<file path="src/hdl/agp_regs_pkg.sv">
// Package: offsets, fields, reset values and carriers for the AGP register pair
package agp_regs_pkg;
    localparam logic [7:0]  STATUS_OFS     = 8'hA4;
    localparam logic [7:0]  COMMAND_OFS    = 8'hA8;
    localparam logic [31:0] STATUS_RESET   = 32'h1F000217;
    localparam logic [31:0] COMMAND_RESET  = 32'h00000000;
    localparam logic [31:0] COMMAND_WMASK  = 32'h00000317;
    localparam logic [7:0]  REQ_DEPTH_CODE   = 8'h1F;
    localparam int          REQ_DEPTH_LSB    = 24;
    localparam int          SIDEBAND_SUP_BIT = 9;
    localparam int          GT4G_BIT         = 5;
    localparam int          FASTWR_SUP_BIT   = 4;
    localparam int          IF_EN_BIT        = 8;
    localparam int          SIDEBAND_EN_BIT  = 9;
    localparam int          FASTWR_EN_BIT    = 4;
    localparam logic [2:0]  RATE_CAP_ALL     = 3'h7;
    localparam logic [2:0]  RATE_1X        = 3'h1;
    localparam logic [2:0]  RATE_2X        = 3'h2;
    localparam logic [2:0]  RATE_4X        = 3'h4;

    typedef struct packed {
        logic       sidebandAddrEnable;
        logic       interfaceEnable;
        logic       fastWriteEnable;
        logic [2:0] rateSelect;
    } cmd_t;

    typedef enum logic [1:0] {
        SB_IDLE = 2'h0,
        SB_PART = 2'h1
    } sb_state_t;
endpackage

</file>
<file path="src/hdl/agp_status_command_regs.sv">
// AGP capability status and operation command registers with operation gating
// Contract
// - Queue depth field reads 1Fh, 32 requests
// - Sideband support bit always reads one
// - Above-4GB support bit always reads zero
// - Fast write support bit always reads one
// - Rate capability reports 1X, 2X, 4X
// - Status register read-only, writes ignored
// - Command register resets to all zeros
// - Interface disabled ignores all operations, sync too; code still drives useFastWrite for memory writes
// - Accepted operations complete after disable
// - Partial 1X sideband command still issued
// - Pipe accepted when enabled; sideband needs enable
// - Fast-write off or 1X uses PCI protocol
// - Fast writes use selected rate
`timescale 1ns/1ps
`default_nettype none
module agp_status_command_regs (
    input  wire logic        ref_clk,
    input  wire logic        rst_b,
    input  wire logic [7:0]  regAddr,
    input  wire logic [31:0] regWrData,
    input  wire logic        regWrStb,
    input  wire logic        regRdStb,
    output logic      [31:0] regRdData,
    input  wire logic        pipeOpValid,
    input  wire logic        syncOpValid,
    input  wire logic        sbCmdStart,
    input  wire logic        sbCmdDone,
    input  wire logic        memWriteReq,
    output logic             pipeOpAccept,
    output logic             syncOpAccept,
    output logic             sbCmdIssue,
    output logic             useFastWrite,
    output logic      [2:0]  activeRate,
    output logic             interfaceEnable,
    output logic             sidebandAddrEnable
);
    function automatic logic oneHot3(input logic [2:0] v);
        return (v == agp_regs_pkg::RATE_1X) || (v == agp_regs_pkg::RATE_2X)
            || (v == agp_regs_pkg::RATE_4X);
    endfunction

    logic [31:0]             statusWord;
    agp_regs_pkg::cmd_t      cmd_ff, nxt_cmd;
    logic [31:0]             cmdWord;
    logic [31:0]             rdData_ff, nxt_rdData;
    agp_regs_pkg::sb_state_t sb_ff, nxt_sb;
    logic                    rateValid;

    // Status is pure wiring, so no write path exists to disturb it
    always_comb begin
        statusWord = '0;
        statusWord[31:agp_regs_pkg::REQ_DEPTH_LSB] = agp_regs_pkg::REQ_DEPTH_CODE;
        statusWord[agp_regs_pkg::SIDEBAND_SUP_BIT] = 1'b1;
        statusWord[agp_regs_pkg::GT4G_BIT] = 1'b0;
        statusWord[agp_regs_pkg::FASTWR_SUP_BIT] = 1'b1;
        statusWord[2:0] = agp_regs_pkg::RATE_1X | agp_regs_pkg::RATE_2X
            | agp_regs_pkg::RATE_4X;
    end

    always_comb begin
        cmdWord = '0;
        cmdWord[agp_regs_pkg::SIDEBAND_EN_BIT] = cmd_ff.sidebandAddrEnable;
        cmdWord[agp_regs_pkg::IF_EN_BIT] = cmd_ff.interfaceEnable;
        cmdWord[agp_regs_pkg::FASTWR_EN_BIT] = cmd_ff.fastWriteEnable;
        cmdWord[2:0] = cmd_ff.rateSelect;
    end

    always_comb begin
        nxt_cmd = cmd_ff;
        nxt_rdData = '0;
        if (regWrStb && regAddr == agp_regs_pkg::COMMAND_OFS) begin
            nxt_cmd.sidebandAddrEnable = regWrData[agp_regs_pkg::SIDEBAND_EN_BIT];
            nxt_cmd.interfaceEnable = regWrData[agp_regs_pkg::IF_EN_BIT];
            nxt_cmd.fastWriteEnable = regWrData[agp_regs_pkg::FASTWR_EN_BIT];
            nxt_cmd.rateSelect = regWrData[2:0];
        end
        if (regRdStb) begin
            unique case (regAddr)
                agp_regs_pkg::STATUS_OFS:  nxt_rdData = statusWord;
                agp_regs_pkg::COMMAND_OFS: nxt_rdData = cmdWord & agp_regs_pkg::COMMAND_WMASK;
                default:                   nxt_rdData = '0;
            endcase
        end
    end

    always_ff @(posedge ref_clk or negedge rst_b) begin
        if (!rst_b) begin
            cmd_ff <= '0;
            rdData_ff <= '0;
        end else begin
            cmd_ff <= nxt_cmd;
            rdData_ff <= nxt_rdData;
        end
    end

    assign regRdData = rdData_ff;
    assign interfaceEnable = cmd_ff.interfaceEnable;
    assign sidebandAddrEnable = cmd_ff.sidebandAddrEnable;
    assign rateValid = oneHot3(cmd_ff.rateSelect);
    assign activeRate = rateValid ? cmd_ff.rateSelect : 3'h0;

    // Admission only at the start; work already admitted finishes elsewhere
    assign pipeOpAccept = cmd_ff.interfaceEnable && pipeOpValid;
    assign syncOpAccept = cmd_ff.interfaceEnable && syncOpValid;

    // Sideband tracker: a command begun while enabled is carried to issue
    always_comb begin
        nxt_sb = sb_ff;
        sbCmdIssue = 1'b0;
        unique case (sb_ff)
            agp_regs_pkg::SB_IDLE: begin
                if (sbCmdStart && cmd_ff.interfaceEnable && cmd_ff.sidebandAddrEnable) begin
                    nxt_sb = agp_regs_pkg::SB_PART;
                end
            end
            agp_regs_pkg::SB_PART: begin
                if (sbCmdDone) begin
                    // Issued whatever the enable or rate now is, which covers the 1X case
                    sbCmdIssue = 1'b1;
                    nxt_sb = agp_regs_pkg::SB_IDLE;
                end
            end
            default: nxt_sb = agp_regs_pkg::SB_IDLE;
        endcase
    end

    always_ff @(posedge ref_clk or negedge rst_b) begin
        if (!rst_b) begin
            sb_ff <= agp_regs_pkg::SB_IDLE;
        end else begin
            sb_ff <= nxt_sb;
        end
    end

    // Fast write needs enable and a valid rate above 1X
    assign useFastWrite = memWriteReq && cmd_ff.fastWriteEnable && rateValid
        && (cmd_ff.rateSelect != agp_regs_pkg::RATE_1X);

    status_const_a: assert property (@(posedge ref_clk) disable iff (!rst_b)
        regRdStb && regAddr == agp_regs_pkg::STATUS_OFS
        |=> regRdData == agp_regs_pkg::STATUS_RESET)
        else $error("status word wrong");
    rq_field_a: assert property (@(posedge ref_clk) disable iff (!rst_b)
        regRdStb && regAddr == agp_regs_pkg::STATUS_OFS
        |=> regRdData[31:agp_regs_pkg::REQ_DEPTH_LSB] == agp_regs_pkg::REQ_DEPTH_CODE)
        else $error("queue depth wrong");
    sba_sup_a: assert property (@(posedge ref_clk) disable iff (!rst_b)
        regRdStb && regAddr == agp_regs_pkg::STATUS_OFS
        |=> regRdData[agp_regs_pkg::SIDEBAND_SUP_BIT])
        else $error("sideband support bit wrong");
    gt4g_bit_a: assert property (@(posedge ref_clk) disable iff (!rst_b)
        regRdStb && regAddr == agp_regs_pkg::STATUS_OFS
        |=> !regRdData[agp_regs_pkg::GT4G_BIT])
        else $error("above 4GB bit set");
    fw_sup_a: assert property (@(posedge ref_clk) disable iff (!rst_b)
        regRdStb && regAddr == agp_regs_pkg::STATUS_OFS
        |=> regRdData[agp_regs_pkg::FASTWR_SUP_BIT])
        else $error("fast write support bit wrong");
    rate_cap_a: assert property (@(posedge ref_clk) disable iff (!rst_b)
        regRdStb && regAddr == agp_regs_pkg::STATUS_OFS
        |=> regRdData[2:0] == agp_regs_pkg::RATE_CAP_ALL)
        else $error("rate capability wrong");
    cmd_reset_a: assert property (@(posedge ref_clk) $rose(rst_b) |-> cmdWord == agp_regs_pkg::COMMAND_RESET)
        else $error("command not cleared by reset");
    disabled_ignore_a: assert property (@(posedge ref_clk) disable iff (!rst_b)
        !interfaceEnable |-> !pipeOpAccept && !syncOpAccept)
        else $error("operation accepted while disabled");
    sb_finish_a: assert property (@(posedge ref_clk) disable iff (!rst_b)
        sb_ff == agp_regs_pkg::SB_PART && sbCmdDone |-> sbCmdIssue)
        else $error("begun sideband command dropped");
    sb_gate_a: assert property (@(posedge ref_clk) disable iff (!rst_b)
        sb_ff == agp_regs_pkg::SB_IDLE && sbCmdStart && !sidebandAddrEnable
        |=> sb_ff == agp_regs_pkg::SB_IDLE)
        else $error("sideband taken without enable");
    sb_disabled_a: assert property (@(posedge ref_clk) disable iff (!rst_b)
        sb_ff == agp_regs_pkg::SB_IDLE && sbCmdStart && !interfaceEnable
        |=> sb_ff == agp_regs_pkg::SB_IDLE)
        else $error("sideband taken while disabled");
    sb_idle_quiet_a: assert property (@(posedge ref_clk) disable iff (!rst_b)
        sb_ff == agp_regs_pkg::SB_IDLE |-> !sbCmdIssue)
        else $error("sideband issue without a begun command");
    pci_path_a: assert property (@(posedge ref_clk) disable iff (!rst_b)
        (!cmd_ff.fastWriteEnable || activeRate == agp_regs_pkg::RATE_1X) |-> !useFastWrite)
        else $error("fast write used when not allowed");
    fast_rate_a: assert property (@(posedge ref_clk) disable iff (!rst_b)
        useFastWrite |-> activeRate == agp_regs_pkg::RATE_2X || activeRate == agp_regs_pkg::RATE_4X)
        else $error("fast write without a usable rate");
    rate_valid_a: assert property (@(posedge ref_clk) disable iff (!rst_b)
        !oneHot3(cmd_ff.rateSelect) |-> activeRate == 3'h0 && !useFastWrite)
        else $error("invalid rate treated as valid");
    cmd_rsvd_a: assert property (@(posedge ref_clk) disable iff (!rst_b)
        regRdStb && regAddr == agp_regs_pkg::COMMAND_OFS
        |=> (regRdData & ~agp_regs_pkg::COMMAND_WMASK) == 32'h00000000)
        else $error("reserved command bits nonzero");
endmodule // agp_status_command_regs
`default_nettype wire

</file>
<file path="config.mk">
export PLATFORM = sky130hd
export DESIGN_NAME = agp_status_command_regs
export DESIGN_NICKNAME = d
export VERILOG_FILES = /design/src/hdl/agp_regs_pkg.sv /design/src/hdl/agp_status_command_regs.sv
export SDC_FILE = /design/constraint.sdc
export NUM_CORES = 1
export LEC_CHECK = 0
export ABC_AREA = 0
export BUFFER_PORTS_ARGS = -buffer_cell sky130_fd_sc_hd__buf_2
export CELL_PAD_IN_SITES_DETAIL_PLACEMENT = 0
export CELL_PAD_IN_SITES_GLOBAL_PLACEMENT = 1
export CORE_UTILIZATION = 22
export DETAILED_ROUTE_END_ITERATION = 10
export PLACE_DENSITY_LB_ADDON = 0.1
export SLEW_MARGIN = 40
export SYNTH_ARGS = -nofsm -noshare
export SYNTH_HDL_FRONTEND = slang
export SYNTH_SLANG_ARGS = --single-unit
</file>
<file path="constraint.sdc">
create_clock -name ref_clk -period 1 [get_ports ref_clk]
set_input_delay 0.15 -clock ref_clk [delete_from_list [all_inputs] [get_ports ref_clk]]
set_output_delay 0.15 -clock ref_clk [all_outputs]
set_load 0.02 [all_outputs]
</file>
==> results of run 1 <==
layout make-up:
type                            count  area, sq um
Fill cell                         390         2280
Multi-Input combinational cell     57          384
Tap cell                           46         57.6
Sequential cell                    14          355
Clock buffer                        4         55.1
Timing Repair Buffer               51          332
critical path: cells and delay by family, from the launching register on:
family	cells	cell delay (ns)
buffers and inverters	2	0.31
and+or+nand+nor	1	0.16
DFF	1	0.44
layer usage:
layer	wire [microns]	part of all wire, %	up-vias
met3	132	8.4	2
met2	794	50	43
met4	19	1.2	0
li1	-	-	304
met1	630	40	264
met5	0	0	-
timing repair:
item	4_1_cts	5_1_grt
setup endpoints to repair	15	14
pin swaps	4	2
buffers inserted	3	1
gates resized for setup	20	2
endpoints found under the hold margin	14	0
hold buffers	1	0
worst min path at each step:
stage	endpoint	slack, ns
final	sb_ff[0]	0.1
after global routing	sb_ff[0]	0.1
after CTS	sb_ff[0]	0.1
after detailed placement	regRdData[1]	0.06
after global placement	regRdData[1]	0.06
after floorplan	cmdWord[0]	-0.15
per-stage QoR:
stage / util, % / area [sq um] / std cells / hold WS [ns] / setup WS (ns)
global placement: 29.5 / 1020 / 163 / 0.0582 / -0.320
floorplan: - / 926 / 97 / -0.146 / -0.164
global route: 34.1 / 1180 / 172 / 0.0963 / -0.337
detailed placement: 29.5 / 1020 / 163 / 0.0601 / -0.350
CTS: 33.7 / 1170 / 171 / 0.0971 / -0.271
finish: 34.1 / 1180 / 172 / 0.0969 / -0.296
registers in the layout (all words and copies together) (netlist names):
signal,flops
sb_ff,1
interfaceEnable,1
regRdData,7
sidebandAddrEnable,1
cmdWord,4
power breakdown:
group | internal [mW] | total [mW] | switching, mW
Clock | 0.348 | 0.537 | 0.189
Sequential | 0.581 | 0.598 | 0.0171
Combinational | 0.104 | 0.246 | 0.142
Total | 1.03 | 1.38 | 0.347
cell usage in the layout (no fill, tap or decap):
| cell type | n |
|---|---|
| nor3b_2 | 3 |
| nor3_2 | 1 |
| nand2_1 | 7 |
| nor2b_2 | 1 |
| xnor2_1 | 1 |
| conb_1 | 21 |
| buf_4 | 11 |
| mux2_4 | 6 |
| nor2_1 | 2 |
| nand3_1 | 2 |
| a21oi_1 | 5 |
| nor4b_4 | 1 |
| nand2b_1 | 1 |
| dfrtp_2 | 4 |
| and4_1 | 1 |
| nor2b_1 | 1 |
| buf_2 | 32 |
| and2_4 | 3 |
| clkbuf_8 | 4 |
| mux2i_1 | 1 |
| buf_6 | 7 |
| dfrtp_1 | 10 |
| dlygate4sd3_1 | 1 |
kinds of logic (layout without fill, tap and decap cells):
| logic type | count (synthesis) | after routing | synth area share [%] |
|---|---|---|---|
| multiplexers | 7 | 7 | 12.2 |
| buffers and inverters | 26 | 55 | 24.2 |
| AO/OA/AOI/OAI | 5 | 5 | 3.04 |
| AND/OR/NAND/NOR | 23 | 23 | 16.4 |
| XOR/XNOR | 1 | 1 | 1.07 |
| other | 1 | 21 | 0.456 |
| flip-flops | 14 | 14 | 42.6 |
==> run metrics, run 1 <==
status=finished with violations; failing checks=setup timing; max incr delay on CP=0.44 ns; Setup crit end=activeRate[0]; worst hold path depth=2; maximum clock insertion buffer count=2; PnR Total Power=1.38 mW; Final Max Slew Viols=0; Worst Setup Start Kind=flop; Crit path required time=0.85 ns; number of CTS-inserted buffers=3; Crit Path Class=reg -> out; die width=63.1 microns; clk slew on worst S/H paths=0.06 ns; Max Clock Skew=0.00247 ns; dominant cells by area after synthesis=dfrtp_1 43%, buf_4 23%, mux2_4 11%, nand2_1 3.2%, a21oi_1 3.0%; Synth cell types=19; IO Port Bufs=42; CTS tree=done; FF-to-FF Start=cmdWord[2]; hpwl dp=1230 microns; routing usage on met2=14.1%; Worst EP arrival=1.15 ns; Synth Warn #=0; Final ANT Viol Nets=0; Peak supply drop=320 uV; final setup violation count=13; minimum clock period=1.30 ns; clock root cell=clkbuf_8; DRC violations left=0; CP dominant cell by count=buf_4; Tcrit/Tclk final=130%; drt via density=3.56; Synth async-reset ratio=100%; Area Growth Syn to Fin=44.0%; final hold vios=0; Commonest cells post-synth=25 x buf_4, 14 x dfrtp_1, 7 x nand2_1, 6 x mux2_4, 5 x a21oi_1; Mapped Area=822 sq um; syn_area_per_cell=10.7 sq um; sequential fraction of the synthesis area=42.6%; final net count=176; busiest metal layer after global routing=met2; number of antenna diodes=0; final worst setup slack=-0.296 ns; most used flip-flop cell after synthesis=dfrtp_1; slowest CP cell=dfrtp_2; core area=3470 sq um; Synth Instances=77; initial antenna violation count=0; drt pass-1 iters=3; Leak=0.637 nW; overflow left after global routing=0; setup_tns=-1.50 ns; Worst Hold Launch=sbCmdDone; critical path fanouts, max=5; total die area=3980 sq um; vias in the first global route=550; Yosys reg bits=14; cell with the most instances after synthesis=buf_4; largest net degree at the start of global routing=15; Starting Density=23.7%; proportion of layout cells with a drive suffix above 1=57.9%; Hold Crit Class=in -> reg; initial DRC count=6; Max H-tree Level=1; Worst Setup SP=cmdWord[1]; largest area contributor in the netlist=dfrtp_1; GP Congestion=0.689; Global Route Usage Sum=8.44%; met3 Resource Use GR=1.63%; top cell type's share of synthesized area=42.6%; met1 usage=9.51%; die extent in y=63.1 microns; I/O pins=90; total length of routed wires=1580 microns; achievable frequency=0.772 GHz; RSZ-0062 raised after global routing=true; Vias=613; nature of the critical path endpoint=output pin; first-pass GRT wire length=2530 microns; crit-path cells=buf_4 -> nor3b_2 -> buf_4; clk_lat worst skew=0.24 ns; RR Endpoint=cmdWord[2]; wire per inst=9.17 microns; r2r setup slk=0.03 ns; row cnt=21; clk sink count=14; # Max-Cap Violations=0; worst reg2reg path depth=2; PD cells=1170 nW/um^2; number of synthesized flops with an enable pin=0
(Power assumes the default switching activity.)
==> run 2, diff against run 1 <==
--- a/config.mk
+++ b/config.mk
@@ -11,6 +11,7 @@
 export CELL_PAD_IN_SITES_GLOBAL_PLACEMENT = 1
 export CORE_UTILIZATION = 22
 export DETAILED_ROUTE_END_ITERATION = 10
+export HOLD_SLACK_MARGIN = 0.12
 export PLACE_DENSITY_LB_ADDON = 0.1
 export SLEW_MARGIN = 40
 export SYNTH_ARGS = -nofsm -noshare
==> run 2 against run 1 <==
  * The run still ends with setup timing left
  * Sequential share of layout area shrank 0.44 points
  * Final area increased by 1.5%
  * Cell count grew 1.2%
  * Via count grew 0.65%
==> run metrics, run 2 (same netlist as run 1, synthesis figures left out) <==
final hold vios=0; Hold Crit Class=in -> reg; number of CTS-inserted buffers=3; initial DRC count=6; initial antenna violation count=0; clock root cell=clkbuf_8; first-pass GRT wire length=2550 microns; final worst setup slack=-0.296 ns; die width=63.1 microns; drt via density=3.55; total length of routed wires=1590 microns; clk sink count=14; DRC violations left=0; critical path fanouts, max=5; Final Max Slew Viols=0; clk slew on worst S/H paths=0.06 ns; proportion of layout cells with a drive suffix above 1=57.8%; sw power=0.348 mW; Worst EP arrival=1.15 ns; largest net degree at the start of global routing=15; Global Route Usage Sum=8.52%; Final ANT Viol Nets=0; die extent in y=63.1 microns; CTS tree=done; Leak=0.647 nW; final setup violation count=13; Peak supply drop=320 uV; Crit Path Class=reg -> out; IO Port Bufs=42; most frequent cells in the layout=32 x buf_2, 21 x conb_1, 12 x buf_4; Crit path required time=0.85 ns; minimum clock period=1.30 ns; PnR Total Power=1.38 mW; Largest register FFs=7; I/O pins=90; final net count=178; achievable frequency=0.772 GHz; nature of the critical path endpoint=output pin; total die area=3980 sq um; Starting Density=23.7%; internal power=1.04 mW; worst hold slack=0.136 ns; vias in the first global route=556; PD cells=1150 nW/um^2; RSZ-0062 raised after global routing=true; drt pass-1 iters=3; core area=3470 sq um; combinational power share=18.0%; clk_lat worst skew=0.24 ns; failing checks=setup timing; Clock power frac=38.8%; # Max-Cap Violations=0; overflow left after global routing=0; GP Congestion=0.689; Vias=617; hpwl dp=1230 microns; Filler Cell Count=389; wire per inst=9.12 microns; sw frac=25.1%; number of antenna diodes=0; Max Clock Skew=0.00247 ns; Area Growth Syn to Fin=46.1%; maximum clock insertion buffer count=2; Tcrit/Tclk final=130%; row cnt=21; Worst Setup Start Kind=flop; most common cell after layout, fill and taps aside=buf_2; status=finished with violations; Max H-tree Level=1; Reg power frac=43.2%
-- run 2: final cells by class --
type | instances | area [sq um] | area share (%)
timing repair buffer | 53 | 349 | 29.1
multi-input combinational | 57 | 384 | 32.0
tap | 46 | 57.6 | 4.79
clock buffer | 4 | 55.1 | 4.58
sequential | 14 | 355 | 29.6
-- run 2: layer usage --
| layer | global-route usage (%) | up-vias | part of all wire (%) |
|---|---|---|---|
| li1 | - | 308 | - |
| met1 | 9.73 | 264 | 40 |
| met2 | 14.1 | 43 | 50 |
| met3 | 1.63 | 2 | 8.3 |
| met4 | 6.10 | 0 | 1.2 |
| met5 | 0 | - | 0 |
-- run 2: power by group through the flow --
stage	clock network, mW	logic [mW]	registers, mW
6_report	0.537	0.249	0.598
3_5_place_dp	0	0.214	0.609
4_1_cts	0.556	0.245	0.598
2_1_floorplan	0	0.189	0.609
5_1_grt	0.574	0.269	0.600
3_3_place_gp	0	0.213	0.609
-- run 2: final timing paths --
check	from	endpoint	slack, ns	cells after the start
worst min register to register	sb_ff[0]	sb_ff[0]	0.55	2
worst max register to register	cmdWord[2]	cmdWord[2]	0.03	2
worst min-delay path	regWrData[4]	cmdWord[4]	0.14	2
max in group asynchronous	rst_b	cmdWord[1]	0.42	2
min in group asynchronous	rst_b	regRdData[27]	0.33	2
worst max-delay path	cmdWord[1]	activeRate[0]	-0.30	3
-- run 2: worst max-delay path, stage by stage, from the launching register on --
cell and delay (ns):
dfrtp_2 0.44, buf_4 0.15, nor3b_2 0.16, buf_4 0.16
-- run 2: timing repair --
action | 4_1_cts | 5_1_grt
endpoints found under the setup margin | 15 | 14
cloned | 0 | 0
pin swaps | 4 | 2
hold buffers | 2 | 0
hold endpoints to repair | 15 | 0
setup buffers | 3 | 2
resized for setup | 20 | 2
-- run 2: per-stage QoR --
step	cells	TNS, ns	utilization [%]	area (sq um)	setup WS [ns]
5_1_grt	174	-2.02	34.6	1200	-0.337
3_5_place_dp	163	-2.69	29.5	1020	-0.350
4_1_cts	172	-1.45	34.0	1180	-0.271
6_report	174	-1.49	34.6	1200	-0.296
2_1_floorplan	97	-0.991	-	926	-0.164
3_3_place_gp	163	-2.48	29.5	1020	-0.320
==> run 3, diff against run 2 <==
--- a/config.mk
+++ b/config.mk
@@ -9,6 +9,7 @@
 export BUFFER_PORTS_ARGS = -buffer_cell sky130_fd_sc_hd__buf_2
 export CELL_PAD_IN_SITES_DETAIL_PLACEMENT = 0
 export CELL_PAD_IN_SITES_GLOBAL_PLACEMENT = 1
+export CORE_MARGIN = 4
 export CORE_UTILIZATION = 22
 export DETAILED_ROUTE_END_ITERATION = 10
 export HOLD_SLACK_MARGIN = 0.12
==> run 3 against run 2 <==
  * The flow still finishes with violations (setup timing)
  * Core utilization is 0.18 points higher
  * Non-clock buffer count is 1 higher
  * Routed wire length is 15% higher
  * Die area is 20% higher
  * Clock power is 18% lower
  * Combinational power is 3% higher
  * Final area is 0.52% higher
  * Power is 6.1% lower
  * Largest cell class unchanged
==> run metrics, run 3 (same netlist as run 1, synthesis figures left out) <==
status=finished with violations; failing checks=setup timing; initial antenna violation count=0; total length of routed wires=1830 microns; Max Clock Skew=0.000915 ns; Crit Path Class=reg -> out; proportion of layout cells with a drive suffix above 1=59.4%; CP bufs+invs=1; hpwl dp=1450 microns; Area Growth Syn to Fin=46.9%; clk slew on worst S/H paths=0.05 ns; final net count=179; Max H-tree Level=1; core area=3470 sq um; Final ANT Viol Nets=0; r2r setup slk=0.02 ns; GP Congestion=0.642; maximum clock insertion buffer count=2; final worst setup slack=-0.271 ns; initial DRC count=11; die width=69.1 microns; CTS tree=done; Multi-input gate area=397 sq um; row cnt=21; clock root cell=clkbuf_8; Hold Crit Class=in -> reg; Final Max Slew Viols=0; number of CTS-inserted buffers=3; RR Endpoint=cmdWord[1]; clk_lat worst skew=0.24 ns; Worst Hold Launch=regWrData[8]; first-pass GRT wire length=3040 microns; Crit path required time=0.85 ns; largest net degree at the start of global routing=15; drt via density=3.60; Vias=627; endpoint of the worst hold path=interfaceEnable; vias in the first global route=648; crit-path cells=xnor2_2 -> nor3_2 -> buf_4; Tcrit/Tclk final=127%; Peak supply drop=328 uV; slowest CP cell=dfrtp_2; # Max-Cap Violations=0; number of antenna diodes=0; Starting Density=23.7%; Worst Setup SP=cmdWord[2]; die extent in y=69.1 microns; clk sink count=14; final hold vios=0; Leak=0.647 nW; achievable frequency=0.787 GHz; most common cell after layout, fill and taps aside=buf_2; FF+latch area=355 sq um; Worst EP arrival=1.12 ns; Filler Cell Count=391; Setup WS pre-CTS=-0.346 ns; family with the most delay on the worst path=flip-flops; PD cells=1080 nW/um^2; minimum clock period=1.27 ns; total die area=4780 sq um; max incr delay on CP=0.46 ns; nature of the critical path endpoint=output pin; Largest register FFs=7; critical path fanouts, max=6; worst reg2reg path depth=2; RSZ-0062 raised after global routing=true; IO Port Bufs=42; most frequent cells in the layout=32 x buf_2, 21 x conb_1, 13 x buf_4; FF-to-FF Start=cmdWord[1]; I/O pins=90; overflow left after global routing=0; worst hold path depth=2; Worst Setup Start Kind=flop; Global Route Usage Sum=8.07%; wire per inst=10.5 microns; setup_tns=-1.54 ns; drt pass-1 iters=4; final setup violation count=13; DRC violations left=0
==> run 3: cell count changes in the layout (fill, tap and decap cells not counted), sizes merged <==
cell	delta
buf	+1
clkbuf	-1
==> run 3: what timing repair did <==
| action | in CTS | in global routing |
|---|---|---|
| buffers inserted | 3 | 3 |
| hold buffers | 2 | 0 |
| endpoints found under the setup margin | 14 | 16 |
| gates resized for setup | 20 | 4 |
| pin swaps | 3 | 3 |
| hold endpoints to repair | 15 | 0 |
==> run 3: worst max path at each step <==
stage	to	slack, ns	cells past startpoint
2_1_floorplan	cmdWord[0]	-0.16	4
3_3_place_gp	cmdWord[2]	-0.32	5
3_5_place_dp	interfaceEnable	-0.35	5
4_1_cts	useFastWrite	-0.28	3
5_1_grt	useFastWrite	-0.32	3
6_report	useFastWrite	-0.27	3
==> run 3: cell type report <==
class	instances	area share (%)
multi-input cells	57	32.8
clock buffers	3	3.42
flip-flops and latches	14	29.4
well taps	46	4.77
repair buffers	54	29.5
==> run 3: per-stage QoR <==
stage               power [mW]  util (%)  area, sq um  hold WS (ns)  instances
detailed placement       0.824      29.5         1020        0.0615        163
CTS                       1.30      33.6         1170         0.144        171
global placement         0.822      29.5         1020        0.0577        163
finish                    1.30      34.8         1210         0.149        174
floorplan                0.798         -          926        -0.146         97
global route              1.37      34.8         1210         0.141        174
==> run 3: metal layers <==
metal  part of all wire [%]  track usage [%]  up-vias
li1                       -                -      308
met1                     38             8.70      277
met2                     48             13.2       40
met3                     12             2.47        2
met4                    1.6             5.86        0
met5                      0                0        -
==> run 3: where the power goes <==
| part | total [mW] | switching [mW] | internal (mW) |
|---|---|---|---|
| Sequential | 0.600 | 0.0192 | 0.581 |
| Combinational | 0.256 | 0.145 | 0.111 |
| Clock | 0.443 | 0.177 | 0.266 |
| Total | 1.30 | 0.341 | 0.958 |
